### config.mk
export PLATFORM = sky130hd
export DESIGN_NAME = gpio_pins
export DESIGN_NICKNAME = d
export VERILOG_FILES = /design/src/verilog/gpio_pkg.sv /design/src/verilog/gpio_pins.sv /design/src/verilog/pin_sync.sv /design/src/verilog/sample_tick.sv
export SDC_FILE = /design/constraint.sdc
export NUM_CORES = 1
export LEC_CHECK = 0
export ABC_AREA = 1
export BUFFER_PORTS_ARGS = -buffer_cell sky130_fd_sc_hd__buf_2
export CORE_MARGIN = 10
export CORE_UTILIZATION = 40
export CTS_CLUSTER_SIZE = 10
export DETAILED_ROUTE_END_ITERATION = 10
export PLACE_DENSITY = 0.65
export SYNTH_ARGS = -nofsm -noshare
export SYNTH_HDL_FRONTEND = slang
export SYNTH_SLANG_ARGS = --single-unit
### constraint.sdc
create_clock -name clk_i -period 1.45 [get_ports clk_i]
set_input_delay 0.2175 -clock clk_i [delete_from_list [all_inputs] [get_ports clk_i]]
set_output_delay 0.2175 -clock clk_i [all_outputs]
set_load 0.05 [all_outputs]
### src/verilog/gpio_pkg.sv
// constants shared by the general purpose pin block and its helpers
// assumes a single 25 MHz core clock and a synchronous active-low reset
package gpio_pkg;
	localparam int PIN_COUNT = 32;
	localparam int PART_COUNT = 4;
	localparam int SLOT_GROUPS = 3;
	localparam int SLOT_INPUTS = 5;
	localparam int PORT_COUNT = 6;
	localparam int SYNC_STAGES = 3;
	// pin positions of the alternate signals
	localparam int PIN_LINK_UP0 = 4;
	localparam int PIN_EVENT = 5;
	localparam int PIN_EXP_IRQ = 8;
	localparam int PIN_SLOT_BASE = 9;
	localparam int SLOT_PINS = 9;
	localparam int PIN_LINK_BASE = 22;
	// slot signal positions inside one group
	localparam int SLOT_ATTN = 5;
	localparam int SLOT_PWR_LED = 6;
	localparam int SLOT_PWR_EN = 7;
	localparam int SLOT_RST = 8;
	// input sampling interval: least time, rounded up to whole cycles
	localparam int CLK_PERIOD_NS = 40;
	localparam int SAMPLE_NS = 128;
	localparam int SAMPLE_CYCLES = (SAMPLE_NS + CLK_PERIOD_NS - 1) / CLK_PERIOD_NS;
	localparam int TICK_W = 3;
	// values after reset
	localparam logic [PIN_COUNT-1:0] PIN_LOW_RST = 32'h0000_0000;
	localparam logic [PIN_COUNT-1:0] PIN_HIGH_RST = 32'hFFFF_FFFF;
	localparam logic [TICK_W-1:0] TICK_RST = 3'h0;
endpackage

### src/verilog/gpio_pins.sv
// general purpose pin block: 32 pads as software input, output or alternate signal
// assumes configuration ports come from same-clock software logic, pads are asynchronous
`timescale 1ns/1ps
module gpio_pins import gpio_pkg::*; (
	input wire logic clk_i, // core clock, 25 MHz
	input wire logic nrst_i, // fundamental reset, synchronous, active low
	input wire logic [PIN_COUNT-1:0] pin_function_select_i, // 1 = alternate signal
	input wire logic [PIN_COUNT-1:0] pin_direction_select_i, // 1 = output
	input wire logic [PIN_COUNT-1:0] pin_alternate_select_i, // alternate signal 0 or 1
	input wire logic pin_data_write_i, // write enable for output data, written on every cycle it is high
	input wire logic [PIN_COUNT-1:0] pin_data_wdata_i, // output data written
	output logic [PIN_COUNT-1:0] pin_data_reg_o, // sampled pin levels
	input wire logic [PIN_COUNT-1:0] pad_in_i, // pad input levels
	output logic [PIN_COUNT-1:0] pad_out_o, // pad output levels
	output logic [PIN_COUNT-1:0] pad_oe_o, // pad drive enables, high drives
	output logic [PART_COUNT-1:0] partition_reset_in_n_o, // partition reset levels
	output logic [PART_COUNT-1:0] partition_reset_start_o, // pulse: start partition reset
	output logic expander_irq_in_n_o, // expander interrupt level
	input wire logic general_event_out_n_i, // general event from hot-plug logic
	input wire logic [SLOT_GROUPS-1:0] expander_slot_en_i, // slot group served by expander
	input wire logic [SLOT_GROUPS*SLOT_INPUTS-1:0] expander_slot_in_n_i, // expander slot inputs
	output logic [SLOT_GROUPS-1:0] slot_button_in_n_o, // attention button
	output logic [SLOT_GROUPS-1:0] slot_presence_in_n_o, // presence detect
	output logic [SLOT_GROUPS-1:0] slot_power_fault_in_n_o, // power fault
	output logic [SLOT_GROUPS-1:0] slot_power_good_in_n_o, // power good
	output logic [SLOT_GROUPS-1:0] slot_latch_in_n_o, // retention latch
	input wire logic [SLOT_GROUPS-1:0] slot_attention_led_n_i, // attention indicator
	input wire logic [SLOT_GROUPS-1:0] slot_power_led_n_i, // power indicator
	input wire logic [SLOT_GROUPS-1:0] slot_power_enable_i, // power enable
	input wire logic [SLOT_GROUPS-1:0] slot_reset_out_n_i, // slot reset
	input wire logic [PORT_COUNT-1:0] port_link_up_n_i, // per-port link up
	input wire logic [PORT_COUNT-1:0] port_link_active_n_i // per-port link active
);
	typedef struct packed {
		logic [PIN_COUNT-1:0] drive;
		logic [PIN_COUNT-1:0] sample;
		logic [PIN_COUNT-1:0] pad_out;
		logic [PIN_COUNT-1:0] pad_oe;
		logic [PART_COUNT-1:0] part_n;
		logic [PART_COUNT-1:0] part_start;
		logic irq_n;
		logic [SLOT_GROUPS*SLOT_INPUTS-1:0] slot_in_n;
	} pins_state_t;

	pins_state_t st_reg;
	pins_state_t st_next;
	logic [PIN_COUNT-1:0] level;
	logic tick;
	logic [PIN_COUNT-1:0] alt_oe;
	logic [PIN_COUNT-1:0] alt_val;
	logic [PIN_COUNT-1:0] alt_in;

	pin_sync u_sync (
		.clk_i(clk_i),
		.nrst_i(nrst_i),
		.async_i(pad_in_i),
		.level_o(level)
	);

	sample_tick u_tick (
		.clk_i(clk_i),
		.nrst_i(nrst_i),
		.tick_o(tick)
	);

	// alternate signal map: which pins drive, with what, and which carry an input
	always_comb begin
		int g;
		int j;
		int k;
		g = 0;
		j = 0;
		k = 0;
		alt_oe = PIN_LOW_RST;
		alt_val = PIN_HIGH_RST;
		alt_in = PIN_LOW_RST;
		for (int p = 0; p < PIN_COUNT; p++) begin
			g = (p - PIN_SLOT_BASE) / SLOT_PINS;
			j = (p - PIN_SLOT_BASE) % SLOT_PINS;
			k = (p - PIN_LINK_BASE) / 2 + 1;
			if (!pin_alternate_select_i[p]) begin
				if (p < PART_COUNT || p == PIN_EXP_IRQ) begin
					alt_in[p] = 1'b1;
				end else if (p == PIN_EVENT) begin
					alt_oe[p] = 1'b1;
					alt_val[p] = general_event_out_n_i;
				end else if (p >= PIN_SLOT_BASE) begin
					case (j)
						SLOT_ATTN: begin
							alt_oe[p] = 1'b1;
							alt_val[p] = slot_attention_led_n_i[g];
						end
						SLOT_PWR_LED: begin
							alt_oe[p] = 1'b1;
							alt_val[p] = slot_power_led_n_i[g];
						end
						SLOT_PWR_EN: begin
							alt_oe[p] = 1'b1;
							alt_val[p] = slot_power_enable_i[g];
						end
						SLOT_RST: begin
							alt_oe[p] = 1'b1;
							alt_val[p] = slot_reset_out_n_i[g];
						end
						default: begin
							alt_in[p] = 1'b1;
						end
					endcase
				end
			end else begin
				if (p == PIN_LINK_UP0) begin
					alt_oe[p] = 1'b1;
					alt_val[p] = port_link_up_n_i[0];
				end else if (p == PIN_EVENT) begin
					alt_oe[p] = 1'b1;
					alt_val[p] = port_link_active_n_i[0];
				end else if (p >= PIN_LINK_BASE) begin
					alt_oe[p] = 1'b1;
					alt_val[p] = (p % 2 == 0) ? port_link_up_n_i[k] : port_link_active_n_i[k];
				end
			end
		end
	end

	always_comb begin
		st_next = st_reg;
		// software output data; the board must treat these pads as asynchronous
		if (pin_data_write_i) begin
			st_next.drive = pin_data_wdata_i;
		end
		// every pin is sampled, so a read shows the pad whatever its mode
		if (tick) begin
			st_next.sample = level;
		end
		for (int p = 0; p < PIN_COUNT; p++) begin
			if (pin_function_select_i[p]) begin
				st_next.pad_oe[p] = alt_oe[p];
				st_next.pad_out[p] = alt_val[p];
			end else begin
				st_next.pad_oe[p] = pin_direction_select_i[p];
				st_next.pad_out[p] = st_reg.drive[p];
			end
		end
		// inputs taken neither from a pin nor, for an enabled slot group, from the expander stay inactive high
		for (int i = 0; i < PART_COUNT; i++) begin
			st_next.part_n[i] = (pin_function_select_i[i] && alt_in[i]) ? level[i] : 1'b1;
			st_next.part_start[i] = st_reg.part_n[i] && !st_next.part_n[i];
		end
		st_next.irq_n = (pin_function_select_i[PIN_EXP_IRQ] && alt_in[PIN_EXP_IRQ]) ?
			level[PIN_EXP_IRQ] : 1'b1;
		for (int g = 0; g < SLOT_GROUPS; g++) begin
			for (int j = 0; j < SLOT_INPUTS; j++) begin
				if (pin_function_select_i[PIN_SLOT_BASE + g * SLOT_PINS + j] &&
					alt_in[PIN_SLOT_BASE + g * SLOT_PINS + j]) begin
					st_next.slot_in_n[g * SLOT_INPUTS + j] =
						level[PIN_SLOT_BASE + g * SLOT_PINS + j];
				end else if (expander_slot_en_i[g]) begin
					st_next.slot_in_n[g * SLOT_INPUTS + j] =
						expander_slot_in_n_i[g * SLOT_INPUTS + j];
				end else begin
					st_next.slot_in_n[g * SLOT_INPUTS + j] = 1'b1;
				end
			end
		end
	end

	// reset leaves every pad undriven, i.e. an input
	always_ff @(posedge clk_i) begin
		if (!nrst_i) begin
			st_reg <= '{PIN_LOW_RST, PIN_HIGH_RST, PIN_HIGH_RST, PIN_LOW_RST,
				{PART_COUNT{1'b1}}, {PART_COUNT{1'b0}}, 1'b1,
				{(SLOT_GROUPS * SLOT_INPUTS){1'b1}}};
		end else begin
			st_reg <= st_next;
		end
	end

	always_comb begin
		for (int g = 0; g < SLOT_GROUPS; g++) begin
			slot_button_in_n_o[g] = st_reg.slot_in_n[g * SLOT_INPUTS];
			slot_presence_in_n_o[g] = st_reg.slot_in_n[g * SLOT_INPUTS + 1];
			slot_power_fault_in_n_o[g] = st_reg.slot_in_n[g * SLOT_INPUTS + 2];
			slot_power_good_in_n_o[g] = st_reg.slot_in_n[g * SLOT_INPUTS + 3];
			slot_latch_in_n_o[g] = st_reg.slot_in_n[g * SLOT_INPUTS + 4];
		end
	end

	assign pin_data_reg_o = st_reg.sample;
	assign pad_out_o = st_reg.pad_out;
	assign pad_oe_o = st_reg.pad_oe;
	assign partition_reset_in_n_o = st_reg.part_n;
	assign partition_reset_start_o = st_reg.part_start;
	assign expander_irq_in_n_o = st_reg.irq_n;
endmodule // gpio_pins

### src/verilog/pin_sync.sv
// three-stage synchroniser bank for the asynchronous pad inputs
// assumes pads change freely with respect to clk_i
`timescale 1ns/1ps
module pin_sync import gpio_pkg::*; (
	input wire logic clk_i, // core clock
	input wire logic nrst_i, // synchronous reset, active low
	input wire logic [PIN_COUNT-1:0] async_i, // raw pad levels
	output logic [PIN_COUNT-1:0] level_o // settled pad levels
);
	typedef struct packed {
		logic [PIN_COUNT-1:0] s1;
		logic [PIN_COUNT-1:0] s2;
		logic [PIN_COUNT-1:0] s3;
		logic [PIN_COUNT-1:0] level;
	} sync_state_t;

	sync_state_t st_reg;
	sync_state_t st_next;

	// the first stage is read by the second only; a change counts once stages two and three agree
	always_comb begin
		st_next = st_reg;
		st_next.s1 = async_i;
		st_next.s2 = st_reg.s1;
		st_next.s3 = st_reg.s2;
		for (int b = 0; b < PIN_COUNT; b++) begin
			if (st_reg.s2[b] == st_reg.s3[b]) begin
				st_next.level[b] = st_reg.s3[b];
			end
		end
	end

	// pads idle high, so the chain starts high to avoid a false low after reset
	always_ff @(posedge clk_i) begin
		if (!nrst_i) begin
			st_reg <= '{PIN_HIGH_RST, PIN_HIGH_RST, PIN_HIGH_RST, PIN_HIGH_RST};
		end else begin
			st_reg <= st_next;
		end
	end

	assign level_o = st_reg.level;
endmodule // pin_sync

### src/verilog/sample_tick.sv
// free-running sample interval counter
// assumes clk_i runs at the package clock period
`timescale 1ns/1ps
module sample_tick import gpio_pkg::*; (
	input wire logic clk_i, // core clock
	input wire logic nrst_i, // synchronous reset, active low
	output logic tick_o // one-cycle pulse per sample interval
);
	typedef struct packed {
		logic [TICK_W-1:0] count;
		logic tick;
	} tick_state_t;

	tick_state_t st_reg;
	tick_state_t st_next;

	always_comb begin
		st_next = st_reg;
		st_next.tick = 1'b0;
		if (st_reg.count == TICK_W'(SAMPLE_CYCLES - 1)) begin
			st_next.count = TICK_RST;
			st_next.tick = 1'b1;
		end else begin
			st_next.count = st_reg.count + 3'h1;
		end
	end

	always_ff @(posedge clk_i) begin
		if (!nrst_i) begin
			st_reg <= '{TICK_RST, 1'b0};
		end else begin
			st_reg <= st_next;
		end
	end

	assign tick_o = st_reg.tick;
endmodule // sample_tick
==> results.toml, run 1 <==
[sta]
finClkSkew_ps = 10.29
period_minus_slack_ps = 1385
setup_viol = 0
worst_pin_slew_ps = 295.8
tns_ps = 0
holdWs_ps = 15.83
relSlewSlack_pct = 80.28
hold_viol_final = 0
maxClockFrequency_mhz = 721.9
worst_slack_ps = 64.73
drv_slew = 0
rsz0062_at_grt = "no"
fin_crit_sh_pct = 95.54

[layout]
drive_above_1_share_pct = 27.54
nNetsFinal = 1768
area_delta_synth_final_pct = 35.79
fin_cells = 1898
regArea_sq_um = 5687
multiInputGateArea_sq_um = 3013
fill_cells = 2197
largest_reg_flops = 64

[cts]
cts_buffers = 34
clkTransAtPathRegs_ps = 50
clock-sinks = 284
clock_path_buffers = 3
clk_latency_ps = 480
htree_levels = 2
cts-resized-gates = 0
cts_tree = "yes"
clock_tree.root_cell = "clkbuf_16"

[setup_path]
cp_cell_sequence = "dlygate4sd3_1 > buf_2 > o21ai_0 > dlygate4sd3_1 > nand3_1"
cp_max_fo = 1
cpPeakStageDelay_ps = 590
crit_top_cell = "dlygate4sd3_1"
crit_path_end_kind = "flip-flop"
worstPathArrival_ps = 1730
worstSetupStartpointType = "input port"
cp_slowest_cell = "dlygate4sd3_1"
crit_type = "in2reg"
worstPathRequired_ps = 1800

[yosys]
async_flop_share_pct = 0
synthFlopType = "dfxtp_1"
ys_types = 18
synth-seq-area-share_pct = 55.77
synth_edf_count = 0
syn_area_sq_um = 10190
syn_inst = 1191
yosys_warnings = 0
syn_avg_cell_area_sq_um = 8.560
synth_fp_nets = 1399
ys_ff_latch = 284

[route]
first_iter_violations = 357
drtAntennaViolNets = 0
dr.pass1.iters = 4
wirelength_um = 28800
route.detailed.drc = 0
routedWlPerCell_um = 15.18
viasPerCell = 4.501
dr_total_vias = 8543

[floorplan]
io_pins = 326
rows = 58
die_h_um = 179.6
start_util_pct = 40.60
dieArea_sq_um = 32270
core_area_sq_um = 25110
die_w_um = 179.6

[worst_hold_path]
hold_class = "in2reg"

[placed_design]
hpwl_um = 19580
post-place-ws_ps = 278.1
dp.cells = 1696
place.gp.congestion = 0.9047
io_buffers = 319

[global_routing]
grt_max_degree = 57
gr-total-overflow = 0
antenna_found_initial = 3
track_usage_pct = 17.24
grt_pass1_vias = 8872
grt_pass1_wl_um = 46240

[power]
power_density_nw_per_um2 = 1281
power.total_mw = 17.73
p_leak_nw = 6.617
peakVddDrop_v = 0.0006617

[flow_run]
maxCapViolCount = 0

[run_status]
outcome = "completed"
-- what timing repair did --
| action | in CTS | in global routing |
|---|---|---|
| setup buffers | 0 | 0 |
| endpoints found under the hold margin | 134 | 0 |
| hold buffers | 158 | 0 |
| setup endpoints to repair | 0 | 0 |
-- cells by family after synthesis --
group / Yosys count / share of synthesized area, %
compound gates: 111 / 5.449
flops: 284 / 55.77
buf+inv: 269 / 14.68
fa+ha+maj: 2 / 0.2454
simple gates: 525 / 23.86
-- worst max-delay path, delay by kind of cell --
| kind | cells | cell delay, ps |
|---|---|---|
| simple gates | 1 | 60 |
| compound gates | 1 | 210 |
| buf+inv | 3 | 1240 |
-- worst paths after layout --
path / startpoint / endpoint / slack [ps] / depth (start not counted)
max: slot_power_enable_i[0] / pad_out_o[16] / 60 / 5
min: pin_function_select_i[11] / pad_oe_o[11] / 20 / 2
max reg2reg: u_sync.level_o[0] / partition_reset_in_n_o[0] / 190 / 3
min reg2reg: u_sync.st_next[93] / u_sync.st_next[61] / 400 / 1
-- layer usage --
metal | GRT usage [%] | share of wire [%]
met1 | 19.13 | 40
met2 | 29.91 | 49
met3 | 5.341 | 7.1
met4 | 7.311 | 3.8
met5 | 0 | 0
-- cell type report --
class / instances / share of cell area, %
multi-input cells: 638 / 21.76
clock buffers: 40 / 6.535
clock inverters: 1 / 0.06327
repair buffers: 495 / 24.58
diodes: 3 / 0.05423
well taps: 330 / 2.983
inverters: 107 / 2.937
flip-flops and latches: 284 / 41.08
-- power breakdown --
part	internal [mW]	switching (mW)	leakage (nW)
Combinational	0.882	1.33	3.83
Sequential	8.16	0.122	2.34
Clock	4.34	2.90	0.448
Total	13.4	4.35	6.62
-- synth_stat cells (14+ instances only) --
library cell | n | area share, %
a21oi_1 | 42 | 2.1
buf_2 | 26 | 1.3
buf_4 | 121 | 8.9
clkbuf_1 | 15 | 0.55
dfxtp_1 | 284 | 56
inv_1 | 106 | 3.9
nand2_1 | 211 | 7.8
nand3_1 | 75 | 3.7
nor2_1 | 128 | 4.7
nor3b_2 | 14 | 1.7
o21ai_0 | 69 | 3.4
or2_1 | 51 | 3.1
or2_2 | 41 | 2.5
-- layout by cell type, fill, tap and decap left out, types with 3 or more instances in the layout --
master / instances
nor2_1: 128
or2_2: 41
buf_4: 12
dfxtp_1: 283
clkbuf_1: 4
clkbuf_16: 35
buf_2: 318
a21oi_1: 42
nor3b_2: 14
inv_1: 106
nand3_1: 75
diode_2: 3
o21ai_0: 69
nand2_1: 211
buf_12: 7
or2_1: 51
dlygate4sd3_1: 158
-- per-stage QoR --
| stage | util, % | area, sq um |
|---|---|---|
| 3_3_place_gp | 45.17 | 11340 |
| 3_5_place_dp | 45.17 | 11340 |
| 5_1_grt | 55.13 | 13840 |
| 2_1_floorplan | - | 10190 |
| 4_1_cts | 55.10 | 13840 |
| 6_report | 55.13 | 13840 |
Note: power is estimated with default switching activity, not from simulation.
==> run 2: changes to the inputs <==
CTS_BUF_LIST = sky130_fd_sc_hd__clkbuf_8   (was default)
==> run 2 against run 1 <==
Die area is the same; non-clock buffer count is 74 higher; maximum frequency rose by 0.35%; clock power shrank 9.5%; register-to-register slack about the same; total power shrank 2.8%; sequential power about the same; cell area up 5.1%; largest power group unchanged; highest routed layer unchanged.
==> results.toml, run 2 (synthesized netlist as in run 1, its figures left out) <==
[sta]
drv_slew = 0
setup_viol = 0
finClkSkew_ps = 13.07
relSlewSlack_pct = 80.29
hold_viol_final = 0
tns_ps = 0
fin_crit_sh_pct = 95.20
period_minus_slack_ps = 1380
maxClockFrequency_mhz = 724.4
worst_pin_slew_ps = 295.6
rsz0062_at_grt = "no"
holdWs_ps = 44.34

[worst_hold_path]
hold_class = "in2reg"
hold_start = "pin_function_select_i[31]"
hold_depth = 3

[route]
drtAntennaViolNets = 0
dr.pass1.iters = 7
first_iter_violations = 355
routedWlPerCell_um = 15.75
route.detailed.drc = 0
viasPerCell = 4.543
dr_total_vias = 9131
wirelength_um = 31660

[placed_design]
io_buffers = 319
place_area_sq_um = 11340
place.gp.congestion = 0.9047
hpwl_um = 19580

[global_routing]
grt_max_degree = 57
antenna_found_initial = 7
grt_pass1_wl_um = 50270
track_usage_pct = 18.87
gr-total-overflow = 0
grt_pass1_vias = 9501

[setup_path]
path_buf_inv = 1
cp_slowest_cell = "dfxtp_1"
crit_type = "reg2out"
cp_max_fo = 2
rrSetupSlack_ps = 200
worst-path-stages = 1
cp_cell_sequence = "buf_2"
cp_top_family = "flip-flops"
r2r-start = "u_sync.level_o[0]"
cpPeakStageDelay_ps = 330
worstPathArrival_ps = 1160
r2r_cells = 4
crit_path_end_kind = "output port"
critPathLaunch = "pin_data_reg_o[0]"
worstPathRequired_ps = 1230
worstSetupStartpointType = "flip-flop"

[layout]
layout_common_cells = "315 x buf_2, 283 x dfxtp_1, 232 x dlygate4sd3_1, 211 x nand2_1, 128 x nor2_1"
fill_cells = 2097
area_delta_synth_final_pct = 42.72
drive_above_1_share_pct = 27.20
largest_reg_flops = 64
stdcell_area_sq_um = 14550
multiInputGateArea_sq_um = 3013
nNetsFinal = 1855
regArea_sq_um = 5687
final_common_cell = "buf_2"

[floorplan]
rows = 58
core_area_sq_um = 25110
start_util_pct = 40.60
die_w_um = 179.6
die_h_um = 179.6
dieArea_sq_um = 32270
io_pins = 326

[cts]
htree_levels = 2
cts_setup_buffers = 0
clock_path_buffers = 3
clkTransAtPathRegs_ps = 60
clk_latency_ps = 540
cts_tree = "yes"
cts_buffers = 47
clock-sinks = 284
clock_tree.root_cell = "clkbuf_8"

[flow_run]
maxCapViolCount = 0

[power]
peakVddDrop_v = 0.0006655
power_density_nw_per_um2 = 1185
p_leak_nw = 6.954

[run_status]
outcome = "completed"
-- run 2: cell types whose count changed in the layout (fill, tap and decap cells not counted), moves of 4 or more --
cell	delta
clkbuf_1	-4
diode_2	+4
clkinv_2	+4
dlygate4sd3_1	+74
clkbuf_8	+53
inv_1	+14
clkbuf_16	-35
-- run 2: final timing paths --
kind / endpoint
max reg2reg: partition_reset_start_o[0]
min: pad_oe_o[31]
min reg2reg: u_sync.st_next[58]
max: pin_data_reg_o[0]
-- run 2: routing by layer --
metal | track usage [%] | share of wire [%] | routed length (um) | vias to the layer above
met2 | 32.74 | 49 | 15500 | 380
met5 | 0 | 0 | 0 | -
met4 | 9.626 | 4.6 | 1470 | 0
li1 | - | - | - | 4487
met1 | 20.37 | 39 | 12300 | 4158
met3 | 5.783 | 7.5 | 2386 | 106
-- run 2: final cells by class --
cell class                      count  area share, %
Clock inverter                     21         0.8169
Multi-Input combinational cell    638          20.71
Tap cell                          330          2.838
Timing Repair Buffer              569          28.53
Clock buffer                       54          5.108
Inverter                          107          2.795
Antenna cell                        7         0.1204
Sequential cell                   284          39.08
-- run 2: timing repair --
item,4_1_cts,5_1_grt
setup endpoints to repair,1,2
hold endpoints to repair,152,0
cloned,0,0
gates resized for setup,1,2
hold buffers,232,0
-- run 2: where the power goes --
| group | total, mW | internal, mW | switching, mW |
|---|---|---|---|
| combinational | 2.42 | 1.02 | 1.40 |
| clock | 6.54 | 3.53 | 3.00 |
| sequential | 8.29 | 8.16 | 0.126 |
| total | 17.2 | 12.7 | 4.53 |
-- run 2: per-stage QoR --
| stage | setup WS, ps | cells | total power [mW] | utilization (%) |
|---|---|---|---|---|
| 4_1_cts | 7.522 | 2003 | 17.39 | 57.86 |
| 2_1_floorplan | 400.9 | 1191 | 9.825 | - |
| 5_1_grt | 2.824 | 2010 | 17.99 | 57.95 |
| 3_5_place_dp | 278.1 | 1696 | 10.32 | 45.17 |
| 3_3_place_gp | 293.2 | 1696 | 10.28 | 45.17 |
| 6_report | 69.62 | 2010 | 17.24 | 57.95 |
==> run 3: changes to the inputs <==
CELL_PAD_IN_SITES_DETAIL_PLACEMENT = 0   (was default)
CELL_PAD_IN_SITES_GLOBAL_PLACEMENT = 1   (was default)
CORE_UTILIZATION = 38   (was 40)
PLACE_DENSITY = default   (was 0.65)
PLACE_DENSITY_LB_ADDON = 0.1   (was default)
==> run 3 against run 2 <==
Die area increased by 4.7%; critical path depth unchanged; largest cell class unchanged; maximum frequency decreased by 0.80%; count of clock-buffer cells in the layout increased by 6; critical endpoint is now pin_data_reg_o[4]; via count decreased by 3.9%; worst setup slack got worse by 11 ps; sequential power about the same; critical path type unchanged; flip-flop and latch count unchanged; utilization decreased by 2.0 points.
==> results.toml, run 3 (synthesized netlist as in run 1, its figures left out) <==
[setup_path]
r2r_cells = 4
cp_slowest_cell = "dfxtp_1"
crit_type = "reg2out"
cp_top_family = "flip-flops"
path_buf_inv = 1
rrSetupSlack_ps = 160
r2r-end = "partition_reset_start_o[0]"
worstPathArrival_ps = 1170
worstSetupStartpointType = "flip-flop"
cpPeakStageDelay_ps = 340
cp_cell_sequence = "buf_2"
crit_path_end_kind = "output port"
worstPathRequired_ps = 1230
r2r-start = "u_sync.level_o[0]"
cp_max_fo = 2

[power]
peakVddDrop_v = 0.0007309
combPwrFrac_pct = 13.7
p_leak_nw = 7.031
power_density_nw_per_um2 = 1189
p_seq_share_pct = 47.5
switching_share_pct = 26.10
power.total_mw = 17.44
power.share.clock_pct = 38.9
intPower_mw = 12.89
p_switching_mw = 4.553

[floorplan]
core_area_sq_um = 26210
start_util_pct = 38.90
die_h_um = 183.8
die_w_um = 183.8
io_pins = 326
rows = 59
dieArea_sq_um = 33780

[layout]
final_common_cell = "buf_2"
drive_above_1_share_pct = 27.03
fin_cells = 2024
area_delta_synth_final_pct = 43.88
final_util_pct = 55.97
nNetsFinal = 1860
stdcell_area_sq_um = 14670
largest_reg_flops = 64
layout_common_cells = "314 x buf_2, 283 x dfxtp_1, 240 x dlygate4sd3_1, 211 x nand2_1, 128 x nor2_1"

[route]
route.detailed.drc = 0
dr_total_vias = 8779
first_iter_violations = 317
dr.pass1.iters = 7
drtAntennaViolNets = 0
viasPerCell = 4.337
wirelength_um = 30380
routedWlPerCell_um = 15.01

[worst_hold_path]
hold_depth = 5
holdPathEnd = "pad_oe_o[27]"
hold_start = "pin_alternate_select_i[27]"
hold_class = "in2reg"

[sta]
period_minus_slack_ps = 1391
maxClockFrequency_mhz = 718.7
rsz0062_at_grt = "no"
hold_viol_final = 0
holdWs_ps = 59.38
drv_slew = 0
tns_ps = 0
relSlewSlack_pct = 74.77
fin_crit_sh_pct = 95.96
worst_pin_slew_ps = 378.1
setup_viol = 0
finClkSkew_ps = 10.32
worst_slack_ps = 58.51

[global_routing]
track_usage_pct = 17.37
grt_pass1_wl_um = 47100
grt_max_degree = 71
gr-total-overflow = 0
antenna_found_initial = 3
grt_pass1_vias = 8921

[cts]
cts_buffers = 47
cts_tree = "yes"
clkTransAtPathRegs_ps = 60
htree_levels = 2
clock_tree.root_cell = "clkbuf_8"
clock-sinks = 284
clk_latency_ps = 540
clock_path_buffers = 3

[placed_design]
dp.cells = 1698
place_area_sq_um = 11320
place.gp.congestion = 0.8147
hpwl_um = 20260
post-place-ws_ps = 291.2
io_buffers = 319

[flow_run]
maxCapViolCount = 0

[run_status]
outcome = "completed"
[run 3: power groups by stage]
stage,clock network (mW),registers (mW),logic [mW]
3_5_place_dp,0,8.45,1.86
5_1_grt,7.37,8.31,2.58
6_report,6.78,8.28,2.38
3_3_place_gp,0,8.44,1.85
2_1_floorplan,0,8.41,1.41
4_1_cts,7.03,8.28,2.38
[run 3: routing by layer]
metal	vias to the layer above	global-route usage (%)	routed length, um
met1	3964	19.85	12600
met3	67	5.257	2221
met2	250	30.03	14670
met4	2	6.326	871
li1	4496	-	-
met5	-	0	7
[run 3: cell type report]
type                       count  area [sq um]
multi-input combinational    638          3013
timing repair buffer         574          4212
fill                        2396         11540
tap                          335         419.2
inverter                     107         404.1
antenna                        2         5.005
clock buffer                  60         825.8
clock inverter                24         102.6
sequential                   284          5687
[run 3: worst max path at each step]
stage,startpoint,end,slack (ps),depth (start not counted)
after floorplan,u_tick.st_reg[1],u_tick.st_reg[1],400,4
after global placement,nrst_i,u_tick.st_reg[3],300,5
after detailed placement,pin_data_write_i,st_reg[128],290,5
after CTS,pin_data_reg_o[4],pin_data_reg_o[4],20,1
after global routing,pin_data_reg_o[4],pin_data_reg_o[4],2,1
final,pin_data_reg_o[4],pin_data_reg_o[4],60,1
[run 3: repair_timing]
item                                    in CTS  in global routing
setup buffers                                0                  0
gates resized for setup                      1                  3
hold endpoints to repair                   152                  0
pin swaps                                    0                  0
hold buffers                               240                  0
endpoints found under the setup margin       1                  3
